===== src/logic/fcs_pkg.sv =====
package fcs_pkg;

   // Host-side orders accepted at the user port.
   typedef enum logic [3:0] {
      OP_READ, OP_ID_ENTER, OP_RESET, OP_PROGRAM, OP_BYP_ENTER, OP_BYP_PROGRAM,
      OP_BYP_EXIT, OP_CHIP_ERASE, OP_SECTOR_ERASE, OP_SECTOR_ADD, OP_SUSPEND,
      OP_HW_RESET
   } fcs_op_t;

   // Mode of the flash device as the host tracks it.
   typedef enum logic [2:0] {
      M_ARRAY, M_ID, M_BYPASS, M_WINDOW, M_ERASING, M_SUSPENDED
   } fcs_mode_t;

   typedef struct packed {
      fcs_op_t op;
      logic [20:0] addr;
      logic [7:0] data;
   } fcs_req_t;

   // Parallel flash pins; data_oe_n is low while the host drives data_lines.
   typedef struct packed {
      logic ce_n;
      logic we_n;
      logic oe_n;
      logic [20:0] addr;
      logic [7:0] data_out;
      logic data_oe_n;
   } fcs_bus_t;

   localparam fcs_bus_t FCS_BUS_IDLE = '{ce_n: 1'b1, we_n: 1'b1, oe_n: 1'b1,
      addr: 21'h000000, data_out: 8'h00, data_oe_n: 1'b1};

   // Command bytes.
   localparam logic [7:0] FCS_UNLOCK1 = 8'haa;
   localparam logic [7:0] FCS_UNLOCK2 = 8'h55;
   localparam logic [7:0] FCS_CMD_ID = 8'h90;
   localparam logic [7:0] FCS_CMD_RESET = 8'hf0;
   localparam logic [7:0] FCS_CMD_PROGRAM = 8'ha0;
   localparam logic [7:0] FCS_CMD_BYPASS = 8'h20;
   localparam logic [7:0] FCS_CMD_BYP_EXIT1 = 8'h90;
   localparam logic [7:0] FCS_CMD_BYP_EXIT2 = 8'h00;
   localparam logic [7:0] FCS_CMD_ERASE_SETUP = 8'h80;
   localparam logic [7:0] FCS_CMD_CHIP_ERASE = 8'h10;
   localparam logic [7:0] FCS_CMD_SECTOR_ERASE = 8'h30;
   localparam logic [7:0] FCS_CMD_SUSPEND = 8'hb0;

   // Unlock addresses are don't-care to the device; these are fixed values.
   localparam logic [20:0] FCS_UNLOCK_ADDR1 = 21'h000555;
   localparam logic [20:0] FCS_UNLOCK_ADDR2 = 21'h0002aa;
   localparam int unsigned FCS_SECTOR_LSB = 16;

   // Identification read offsets in the low address byte.
   localparam logic [7:0] FCS_ID_MAKER = 8'h00;
   localparam logic [7:0] FCS_ID_PART = 8'h01;
   localparam logic [7:0] FCS_ID_LOCK = 8'h02;

   // Timing, times in their own unit and derived cycle counts at 250 MHz.
   localparam int unsigned FCS_CLK_NS = 4;
   localparam int unsigned FCS_WE_LOW_NS = 35;
   localparam int unsigned FCS_WE_LOW_CYC = (FCS_WE_LOW_NS + FCS_CLK_NS - 1) / FCS_CLK_NS;
   localparam int unsigned FCS_READ_ACC_NS = 90;
   localparam int unsigned FCS_READ_CYC = (FCS_READ_ACC_NS + FCS_CLK_NS - 1) / FCS_CLK_NS;
   localparam int unsigned FCS_RECOVER_NS = 20;
   localparam int unsigned FCS_RECOVER_CYC = (FCS_RECOVER_NS + FCS_CLK_NS - 1) / FCS_CLK_NS;
   localparam int unsigned FCS_BUSY_DLY_NS = 90;
   localparam int unsigned FCS_BUSY_DLY_CYC = (FCS_BUSY_DLY_NS + FCS_CLK_NS - 1) / FCS_CLK_NS;
   localparam int unsigned FCS_RST_PULSE_NS = 500;
   localparam int unsigned FCS_RST_PULSE_CYC = (FCS_RST_PULSE_NS + FCS_CLK_NS - 1) / FCS_CLK_NS;
   localparam int unsigned FCS_WINDOW_US = 50;
   localparam int unsigned FCS_WINDOW_CYC = FCS_WINDOW_US * 1000 / FCS_CLK_NS;
   localparam int unsigned FCS_SUSPEND_US = 20;
   localparam int unsigned FCS_SUSPEND_CYC = FCS_SUSPEND_US * 1000 / FCS_CLK_NS;
   localparam int unsigned FCS_ADD_GUARD_CYC = 32;

endpackage : fcs_pkg


===== src/logic/fcs_host.sv =====
`timescale 1ns/10ps
module fcs_host import fcs_pkg::*; #(
   parameter int unsigned WINDOW_CYC = FCS_WINDOW_CYC,
   parameter int unsigned SUSPEND_CYC = FCS_SUSPEND_CYC
) (
   input wire logic clk,
   input wire logic sys_rst,
   input wire logic req_valid,
   input wire fcs_req_t req,
   output logic req_ready,
   output logic rsp_valid,
   output logic [7:0] rsp_data,
   output logic rsp_error,
   output fcs_mode_t mode,
   output fcs_bus_t flash_bus,
   output logic flash_reset_n,
   input wire logic [7:0] data_lines_in,
   input wire logic ready_busy_n
);

   typedef enum logic [2:0] {
      S_IDLE, S_STEP, S_BUS, S_SETTLE, S_WAIT_READY, S_SUSPEND, S_HWRST
   } fcs_state_t;

   fcs_state_t state;
   fcs_req_t cur;
   fcs_mode_t ret_mode;
   logic id_in_suspend;
   logic [2:0] step;
   logic [15:0] cnt;
   logic [15:0] win_cnt;
   logic bus_done;
   logic [7:0] bus_rdata;

   // Byte written at each step of a sequence; unlocks lead the ID, bypass entry, program and erase commands.
   function automatic logic [7:0] seq_byte(input fcs_op_t op, input logic [2:0] idx,
                                           input logic [7:0] pd);
      logic [7:0] third;
      third = (op == OP_ID_ENTER) ? FCS_CMD_ID :
              (op == OP_BYP_ENTER) ? FCS_CMD_BYPASS : FCS_CMD_PROGRAM;
      case (op)
         OP_ID_ENTER, OP_BYP_ENTER, OP_PROGRAM:
            seq_byte = (idx == 3'd0) ? FCS_UNLOCK1 : (idx == 3'd1) ? FCS_UNLOCK2 :
                       (idx == 3'd2) ? third : pd;
         OP_CHIP_ERASE, OP_SECTOR_ERASE:
            seq_byte = (idx == 3'd0 || idx == 3'd3) ? FCS_UNLOCK1 :
                       (idx == 3'd1 || idx == 3'd4) ? FCS_UNLOCK2 :
                       (idx == 3'd2) ? FCS_CMD_ERASE_SETUP :
                       (op == OP_CHIP_ERASE) ? FCS_CMD_CHIP_ERASE : FCS_CMD_SECTOR_ERASE;
         OP_BYP_PROGRAM: seq_byte = (idx == 3'd0) ? FCS_CMD_PROGRAM : pd;
         OP_BYP_EXIT: seq_byte = (idx == 3'd0) ? FCS_CMD_BYP_EXIT1 : FCS_CMD_BYP_EXIT2;
         OP_SECTOR_ADD: seq_byte = FCS_CMD_SECTOR_ERASE;
         OP_SUSPEND: seq_byte = FCS_CMD_SUSPEND;
         default: seq_byte = FCS_CMD_RESET;
      endcase
   endfunction : seq_byte

   // Index of the last bus cycle of each sequence.
   function automatic logic [2:0] seq_last(input fcs_op_t op);
      case (op)
         OP_ID_ENTER, OP_BYP_ENTER: seq_last = 3'd2;
         OP_PROGRAM: seq_last = 3'd3;
         OP_BYP_PROGRAM, OP_BYP_EXIT: seq_last = 3'd1;
         OP_CHIP_ERASE, OP_SECTOR_ERASE: seq_last = 3'd5;
         default: seq_last = 3'd0;
      endcase
   endfunction : seq_last

   // The host refuses orders the device would ignore or that would abort it.
   function automatic logic op_legal(input fcs_op_t op, input fcs_mode_t md,
                                     input logic win_open);
      case (op)
         OP_READ: op_legal = (md == M_ARRAY || md == M_ID || md == M_SUSPENDED);
         OP_ID_ENTER, OP_PROGRAM: op_legal = (md == M_ARRAY || md == M_SUSPENDED);
         OP_RESET: op_legal = (md == M_ARRAY || md == M_ID);
         OP_BYP_ENTER, OP_CHIP_ERASE, OP_SECTOR_ERASE: op_legal = (md == M_ARRAY);
         OP_BYP_PROGRAM, OP_BYP_EXIT: op_legal = (md == M_BYPASS);
         OP_SECTOR_ADD: op_legal = (md == M_WINDOW) && win_open;
         OP_SUSPEND: op_legal = (md == M_WINDOW || md == M_ERASING);
         default: op_legal = 1'b1;
      endcase
   endfunction : op_legal

   wire logic win_open = win_cnt < 16'(WINDOW_CYC - FCS_ADD_GUARD_CYC);
   wire logic legal = op_legal(req.op, mode, win_open);
   wire logic win_expire = (mode == M_WINDOW) && (win_cnt == 16'(WINDOW_CYC - 1));
   wire logic erase_done = (mode == M_ERASING) && (state == S_IDLE) && ready_busy_n &&
                           (win_cnt >= 16'(FCS_BUSY_DLY_CYC));
   wire logic bus_start = (state == S_STEP);
   wire logic last_step = (step == seq_last(cur.op));
   wire logic [7:0] step_data = seq_byte(cur.op, step, cur.data);
   wire logic prog_addr_step = (cur.op == OP_PROGRAM && step == 3'd3) ||
                               (cur.op == OP_BYP_PROGRAM && step == 3'd1);
   wire logic sect_addr_step = (cur.op == OP_SECTOR_ERASE && step == 3'd5) ||
                               (cur.op == OP_SECTOR_ADD);
   // Sector cycles carry only the top five bits so no stray low bits reach the device.
   wire logic [20:0] step_addr = prog_addr_step || cur.op == OP_READ ? cur.addr :
      sect_addr_step ? {cur.addr[20:FCS_SECTOR_LSB], 16'h0000} :
      (step_data == FCS_UNLOCK2) ? FCS_UNLOCK_ADDR2 : FCS_UNLOCK_ADDR1;
   // Only a hardware reset may cut into a wait for the device.
   assign req_ready = (state == S_IDLE) ||
                      (state == S_WAIT_READY && req.op == OP_HW_RESET);

   fcs_bus_cycle u_bus (
      .clk(clk),
      .sys_rst(sys_rst),
      .start(bus_start),
      .is_read(cur.op == OP_READ),
      .addr(step_addr),
      .wdata(step_data),
      .data_in(data_lines_in),
      .done(bus_done),
      .rdata(bus_rdata),
      .bus(flash_bus)
   );

   // Window timer runs in the window and counts the busy settle in erase.
   always_ff @(posedge clk) begin
      if (sys_rst || (mode != M_WINDOW && mode != M_ERASING) || win_expire) begin
         win_cnt <= 16'h0000;
      end else if (state == S_BUS && bus_done && sect_addr_step) begin
         win_cnt <= 16'h0000;
      end else if (win_cnt != 16'hffff) begin
         win_cnt <= win_cnt + 16'h0001;
      end
   end

   // Sequencer and mode tracker; later assignments to mode override the timer ones.
   always_ff @(posedge clk) begin
      if (sys_rst) begin
         state <= S_IDLE;
         mode <= M_ARRAY;
         ret_mode <= M_ARRAY;
         id_in_suspend <= 1'b0;
         cur <= '0;
         step <= 3'd0;
         cnt <= 16'h0000;
         rsp_valid <= 1'b0;
         rsp_data <= 8'h00;
         rsp_error <= 1'b0;
         flash_reset_n <= 1'b1;
      end else begin
         rsp_valid <= 1'b0;
         if (win_expire) begin
            mode <= M_ERASING;
         end
         if (erase_done) begin
            mode <= M_ARRAY;
         end
         unique case (state)
            S_IDLE: begin
               if (req_valid) begin
                  cur <= req;
                  step <= 3'd0;
                  rsp_error <= !legal;
                  if (!legal) begin
                     rsp_valid <= 1'b1;
                  end else if (req.op == OP_HW_RESET) begin
                     flash_reset_n <= 1'b0;
                     cnt <= 16'(FCS_RST_PULSE_CYC - 1);
                     state <= S_HWRST;
                  end else begin
                     state <= S_STEP;
                  end
               end
            end
            S_STEP: state <= S_BUS;
            S_BUS: begin
               if (bus_done && !last_step) begin
                  step <= step + 3'd1;
                  state <= S_STEP;
               end else if (bus_done) begin
                  state <= S_IDLE;
                  rsp_valid <= 1'b1;
                  rsp_data <= bus_rdata;
                  unique case (cur.op)
                     OP_ID_ENTER: begin
                        mode <= M_ID;
                        id_in_suspend <= (mode == M_SUSPENDED);
                     end
                     OP_RESET: mode <= id_in_suspend ? M_SUSPENDED : M_ARRAY;
                     OP_BYP_ENTER: mode <= M_BYPASS;
                     OP_BYP_EXIT: mode <= M_ARRAY;
                     OP_PROGRAM, OP_BYP_PROGRAM, OP_CHIP_ERASE: begin
                        rsp_valid <= 1'b0;
                        ret_mode <= (cur.op == OP_BYP_PROGRAM) ? M_BYPASS :
                                    (cur.op == OP_CHIP_ERASE) ? M_ARRAY : mode;
                        cnt <= 16'(FCS_BUSY_DLY_CYC - 1);
                        state <= S_SETTLE;
                     end
                     OP_SECTOR_ERASE, OP_SECTOR_ADD: mode <= M_WINDOW;
                     OP_SUSPEND: begin
                        if (mode == M_WINDOW && !win_expire) begin
                           mode <= M_SUSPENDED;
                        end else begin
                           rsp_valid <= 1'b0;
                           cnt <= 16'(SUSPEND_CYC - 1);
                           state <= S_SUSPEND;
                        end
                     end
                     default: ;
                  endcase
               end
            end
            S_SETTLE: begin
               if (cnt == 16'h0000) begin
                  state <= S_WAIT_READY;
               end else begin
                  cnt <= cnt - 16'h0001;
               end
            end
            S_WAIT_READY: begin
               if (req_valid && req.op == OP_HW_RESET) begin
                  cur <= req;
                  rsp_error <= 1'b0;
                  flash_reset_n <= 1'b0;
                  cnt <= 16'(FCS_RST_PULSE_CYC - 1);
                  state <= S_HWRST;
               end else if (ready_busy_n) begin
                  mode <= ret_mode;
                  rsp_valid <= 1'b1;
                  state <= S_IDLE;
               end
            end
            S_SUSPEND: begin
               if (ready_busy_n || cnt == 16'h0000) begin
                  mode <= M_SUSPENDED;
                  rsp_valid <= 1'b1;
                  state <= S_IDLE;
               end else begin
                  cnt <= cnt - 16'h0001;
               end
            end
            S_HWRST: begin
               if (cnt == 16'h0000) begin
                  flash_reset_n <= 1'b1;
                  mode <= M_ARRAY;
                  id_in_suspend <= 1'b0;
                  rsp_valid <= 1'b1;
                  state <= S_IDLE;
               end else begin
                  cnt <= cnt - 16'h0001;
               end
            end
         endcase
      end
   end

   property p_bypass_refuse;
      @(posedge clk) disable iff (sys_rst)
      (state == S_IDLE && req_valid && mode == M_BYPASS && req.op != OP_BYP_PROGRAM &&
       req.op != OP_BYP_EXIT && req.op != OP_HW_RESET) |=> (rsp_valid && rsp_error);
   endproperty
   a_bypass_refuse: assert property (p_bypass_refuse) else $error("fast mode took a command");

   property p_id_exit;
      @(posedge clk) disable iff (sys_rst)
      (state == S_IDLE && req_valid && mode == M_ID && req.op == OP_PROGRAM)
         |=> (rsp_valid && rsp_error && mode == M_ID);
   endproperty
   a_id_exit: assert property (p_id_exit) else $error("ID mode left without reset");

   property p_hw_reset_pulse;
      @(posedge clk) disable iff (sys_rst)
      $fell(flash_reset_n) |-> !flash_reset_n [*8] ##0 (state == S_HWRST);
   endproperty
   a_hw_reset_pulse: assert property (p_hw_reset_pulse) else $error("reset pulse short");

   property p_ready_done;
      @(posedge clk) disable iff (sys_rst)
      (state == S_WAIT_READY && !ready_busy_n) |=> (!rsp_valid && $stable(mode));
   endproperty
   a_ready_done: assert property (p_ready_done) else $error("done while busy");

   property p_window_end;
      @(posedge clk) disable iff (sys_rst)
      (win_expire && !(state == S_BUS && bus_done)) |=> (mode == M_ERASING);
   endproperty
   a_window_end: assert property (p_window_end) else $error("window did not end");

   property p_suspend_window;
      @(posedge clk) disable iff (sys_rst)
      (state == S_BUS && bus_done && cur.op == OP_SUSPEND && mode == M_WINDOW && !win_expire)
         |=> (mode == M_SUSPENDED && rsp_valid);
   endproperty
   a_suspend_window: assert property (p_suspend_window) else $error("suspend late");

   property p_sector_bits;
      @(posedge clk) disable iff (sys_rst)
      (bus_start && sect_addr_step) |=> (flash_bus.addr[15:0] == 16'h0000) [*8];
   endproperty
   a_sector_bits: assert property (p_sector_bits) else $error("low sector bits set");

   property p_unlock_first;
      @(posedge clk) disable iff (sys_rst)
      (bus_start && step == 3'd0 && cur.op == OP_PROGRAM) |-> ##3 (flash_bus.data_out ==
         FCS_UNLOCK1 && !flash_bus.we_n);
   endproperty
   a_unlock_first: assert property (p_unlock_first) else $error("bad unlock byte");

   c_program: cover property (@(posedge clk) state == S_WAIT_READY ##1 rsp_valid);
   c_window: cover property (@(posedge clk) mode == M_WINDOW ##1 mode == M_ERASING);
   c_suspend: cover property (@(posedge clk) mode == M_ERASING ##1 mode == M_SUSPENDED);
   c_id_read: cover property (@(posedge clk) mode == M_ID && rsp_valid && cur.op == OP_READ);

endmodule : fcs_host


===== src/logic/fcs_bus_cycle.sv =====
`timescale 1ns/10ps
module fcs_bus_cycle import fcs_pkg::*; (
   input wire logic clk,
   input wire logic sys_rst,
   input wire logic start,
   input wire logic is_read,
   input wire logic [20:0] addr,
   input wire logic [7:0] wdata,
   input wire logic [7:0] data_in,
   output logic done,
   output logic [7:0] rdata,
   output fcs_bus_t bus
);

   typedef enum logic [1:0] {B_IDLE, B_SETUP, B_STROBE, B_HOLD} fcs_bstate_t;

   fcs_bstate_t st;
   logic [5:0] cnt;
   logic rd;

   // One bus cycle: address set up with chip enable first, then a strobe, then recovery.
   // Data stays driven past the strobe's rising edge, where the device takes it.
   always_ff @(posedge clk) begin
      if (sys_rst) begin
         st <= B_IDLE;
         cnt <= 6'h00;
         rd <= 1'b0;
         done <= 1'b0;
         rdata <= 8'h00;
         bus <= FCS_BUS_IDLE;
      end else begin
         done <= 1'b0;
         unique case (st)
            B_IDLE: begin
               if (start) begin
                  bus.addr <= addr;
                  bus.data_out <= wdata;
                  bus.data_oe_n <= is_read;
                  bus.ce_n <= 1'b0;
                  rd <= is_read;
                  st <= B_SETUP;
               end
            end
            B_SETUP: begin
               bus.we_n <= rd;
               bus.oe_n <= !rd;
               cnt <= rd ? 6'(FCS_READ_CYC - 1) : 6'(FCS_WE_LOW_CYC - 1);
               st <= B_STROBE;
            end
            B_STROBE: begin
               if (cnt == 6'h00) begin
                  bus.we_n <= 1'b1;
                  bus.oe_n <= 1'b1;
                  if (rd) begin
                     rdata <= data_in;
                  end
                  cnt <= 6'(FCS_RECOVER_CYC - 1);
                  st <= B_HOLD;
               end else begin
                  cnt <= cnt - 6'h01;
               end
            end
            B_HOLD: begin
               if (cnt == 6'h00) begin
                  bus.ce_n <= 1'b1;
                  bus.data_oe_n <= 1'b1;
                  done <= 1'b1;
                  st <= B_IDLE;
               end else begin
                  cnt <= cnt - 6'h01;
               end
            end
         endcase
      end
   end

   property p_we_width;
      @(posedge clk) disable iff (sys_rst)
      $fell(bus.we_n) |-> !bus.we_n [*8];
   endproperty
   a_we_width: assert property (p_we_width) else $error("write strobe too short");

   property p_addr_held;
      @(posedge clk) disable iff (sys_rst)
      (!bus.we_n && $past(!bus.we_n)) |-> ($stable(bus.addr) && $stable(bus.data_out));
   endproperty
   a_addr_held: assert property (p_addr_held) else $error("address moved under strobe");

   property p_cycle_len;
      @(posedge clk) disable iff (sys_rst)
      (start && st == B_IDLE) |-> ##[16:30] done;
   endproperty
   a_cycle_len: assert property (p_cycle_len) else $error("bus cycle length wrong");

endmodule : fcs_bus_cycle


===== config.mk =====
export PLATFORM = sky130hd
export DESIGN_NAME = fcs_host
export DESIGN_NICKNAME = d
export VERILOG_FILES = /design/src/logic/fcs_pkg.sv /design/src/logic/fcs_host.sv /design/src/logic/fcs_bus_cycle.sv
export SDC_FILE = /design/constraint.sdc
export NUM_CORES = 1
export LEC_CHECK = 0
export CORE_ASPECT_RATIO = 1.5
export CORE_MARGIN = 10
export CORE_UTILIZATION = 60
export DETAILED_ROUTE_END_ITERATION = 12
export DONT_BUFFER_PORTS = 1
export PLACE_DENSITY = 0.76
export RECOVER_POWER = 25
export SLEW_MARGIN = 10
export SYNTH_ARGS = -nofsm -noshare
export SYNTH_HDL_FRONTEND = slang
export SYNTH_SLANG_ARGS = --single-unit

===== constraint.sdc =====
create_clock -name clk -period 3.2 [get_ports clk]
set_clock_uncertainty 0.2 [all_clocks]
set_input_delay 0.48 -clock clk [delete_from_list [all_inputs] [get_ports clk]]
set_output_delay 0.48 -clock clk [all_outputs]
set_load 0.02 [all_outputs]

==> impl_results.md <==
* Status: finished, violations left
* Failing checks: hold timing
* Synth Flop Type: dfxtp_1
* Final Hold Viols at 1
* Initial antenna violation count at 0
* Global-route wire length before repair at between 30000 and 40000 um
* GP Congestion at around 0.92
* Max_cap viols at 0
* CP Capture Type: flop
* Synthesized net count at a little over 1000
* Largest net degree at the start of global routing at 110
* RSZ-0062 raised after global routing: no
* Final setup viols at 0
* Critical path peak fanout at 23
* P&R area growth vs syn at 14.8%
* Ys async rst share at 0
* Final period utilization at 0.948
* Final min period at about 3000 ps
* Die Area at roughly 17000 sq um
* Via count at around 7300
* Initial core utilization at 0.612
* Post-detail-place hpwl at about 15000 um
* Vias in the first global route at between 7000 and 8000
* Crit path launch: cur[30]
* Ys Warns at 0
* CTS tree: done
* Sequential fraction of the synthesis area at 0.381
* N_diodes at 0
* Initial DRC count at ~550
* Dominant cells by area after synthesis: dfxtp_1 (38%), a21oi_1 (8.2%), nand2_1 (7.1%)
* Most frequent cells in the layout: nand2_1 (140), dfxtp_1 (140), a21oi_1 (121)
* Nets at between 1000 and 1500
* Storage cell area at between 2000 and 3000 sq um
* Comb pwr share at 0.390
* Sequential group share of total power at 0.331
* Multi-input logic area at roughly 4200 sq um
* Crit path arrival time at ~3100 ps
* Total CTS buffers at 17
* Headroom to the max-slew limit at 0.513
* Die Y at between 150 and 200 um
* Crit Path Class: flop to flop
* Worst skew pair latency at 430 ps
* Setup_tns at 0 ps
* Internal power at ~4.3 mW
* Final-layout worst hold slack at -1.83 ps
* Design Area, Final at approximately 8400 sq um
* Die width at about 110 um
* Cell type with the largest total area after synthesis: dfxtp_1
* Placed inst area at 7530 sq um
* DRC viols at 0
* IO Count at 93
* Share of cells above drive strength 1 at 0.0806
* Final-report max-slew violation count at 0
* Crit path launch type: flop
* Clock power share at 0.279
* PortBufs at 0
* Pleak at 3.08 nW
* Hold Crit Class: input pin to flop
* Row Count at roughly 50
* Switch Pwr at ~3.1 mW
* Yosys top cell area share at 0.381
* Reg clk slew, reported paths at roughly 60 ps
* Pwr/cell area at between 800 and 900 nW/um^2
* H-tree Lvls at 4
* Gate Count Post-Synth at around 970
* Net Sw Frac at 0.417
* Syn Area/Cell at 7.61 sq um
* Distinct cells, synth at between 70 and 80
* Post-Syn Area at around 7400 sq um
* Hold_sp: req[2]
* Critical Path RT at 3300 ps
* Max Clk Rate at roughly 330 MHz
* Vias/cell at between 6 and 7
* TritonCTS Sinks at 140
* Number of synthesized flops with an enable pin at 0
* Reg2reg start: cur[30]
* Maximum vdd drop at roughly 510 uV
* GR Util All Layers at 0.249
* Fillers at about 1000
* Routed WL at between 20000 and 25000 um
* Clock buffer depth at 2
* Pre-antenna DRT Iters at 5
* Total grt overflow at 0
* Worst-Margin Slew at 729 ps
* CORE AREA at 12000 sq um
* Post-DRT Antenna Nets at 0
* Wire per inst at about 19 um
* Root Buffer: clkbuf_16
* Register bit total from synthesis at 140
## per-layer routing
metal	vias up	wire, um	GRT usage	share of wire
li1	3492	-	-	-
met1	3409	7780	0.263	0.36
met2	288	10900	0.434	0.51
met3	68	1790	0.0715	0.084
met4	0	868	0.128	0.041
met5	-	0	0	0
## logic make-up after synthesis
family                     share of synthesized area
and+or+nand+nor                                0.251
muxes                                         0.0272
buffers and inverters                         0.0490
adders and majority gates                     0.0221
AOI/OAI and AO/OA                              0.252
xor gates and xnor gates                      0.0179
DFF                                            0.381
## synthesized netlist by cell type, types with 6 or more instances
cell type  number
nand3_1        32
a311oi_1        8
mux2i_1        20
a21oi_1       121
dfxtp_1       140
nor3_1         30
a211oi_1       13
nand4_1        10
o2bb2ai_1       8
ha_1           13
a31oi_1        11
o21ai_0        44
xnor2_1        10
a21o_1          7
inv_1          24
nor2b_1        10
nor2_1        100
nor4_1          9
nand2b_1       14
o21ai_1        11
and3_1         14
clkbuf_1       60
or3_1           6
o211a_1         6
o211ai_1       11
nand2_1       140
## layout make-up
class / count / area share
clock buffer: 18 / 0.0520
clock inverter: 14 / 0.0218
inverter: 24 / 0.0107
multi-input combinational: 736 / 0.497
sequential: 140 / 0.332
tap: 153 / 0.0227
timing repair buffer: 61 / 0.0641
## sequential cells by signal, summed over array words and instances (netlist names)
register,count
state,3
cur,33
u_bus.bus,33
u_bus.st,2
flash_reset_n,1
u_bus.rdata,8
win_cnt,16
u_bus.done,1
mode,3
ret_mode,3
u_bus.rd,1
rsp_valid,1
cnt,16
step,3
rsp_data,8
u_bus.cnt,6
id_in_suspend,1
rsp_error,1
## repair_timing
item / 4_1_cts / 5_1_grt
gates resized for setup: 0 / 0
hold buffers: 28 / 0
endpoints found under the hold margin: 109 / 0
buffers inserted: 0 / 0
## through the flow
step	utilization	setup slack (ps)	std cells	power [mW]
global route	0.703	56.1	1146	7.90
global placement	0.627	251	1086	5.19
CTS	0.703	191	1146	7.43
floorplan	-	262	967	4.56
detailed placement	0.627	229	1086	5.30
finish	0.703	167	1146	7.45
## worst paths after layout
kind             end  slack (ps)  cells after the start
max reg2reg   cnt[0]         170                      8
min           cur[2]          -2                      2
min reg2reg  cur[17]         250                      2
max           cnt[0]         170                      8
## critical path, stage by stage (launching register included)
cell,delay [ps]
dfxtp_1,310
buf_4,200
nor3b_1,370
o211ai_1,190
o22a_2,310
o31a_1,330
or4_4,640
a211oi_1,270
a211oi_2,80
## power by group through the flow
stage | logic [mW] | registers [mW] | clock network, mW
after floorplan | 2.19 | 2.37 | 0
after global placement | 2.70 | 2.48 | 0
after detailed placement | 2.79 | 2.50 | 0
after CTS | 2.86 | 2.47 | 2.10
after global routing | 3.22 | 2.51 | 2.18
final | 2.91 | 2.47 | 2.08
No activity file was read; power rests on OpenSTA's default activity.
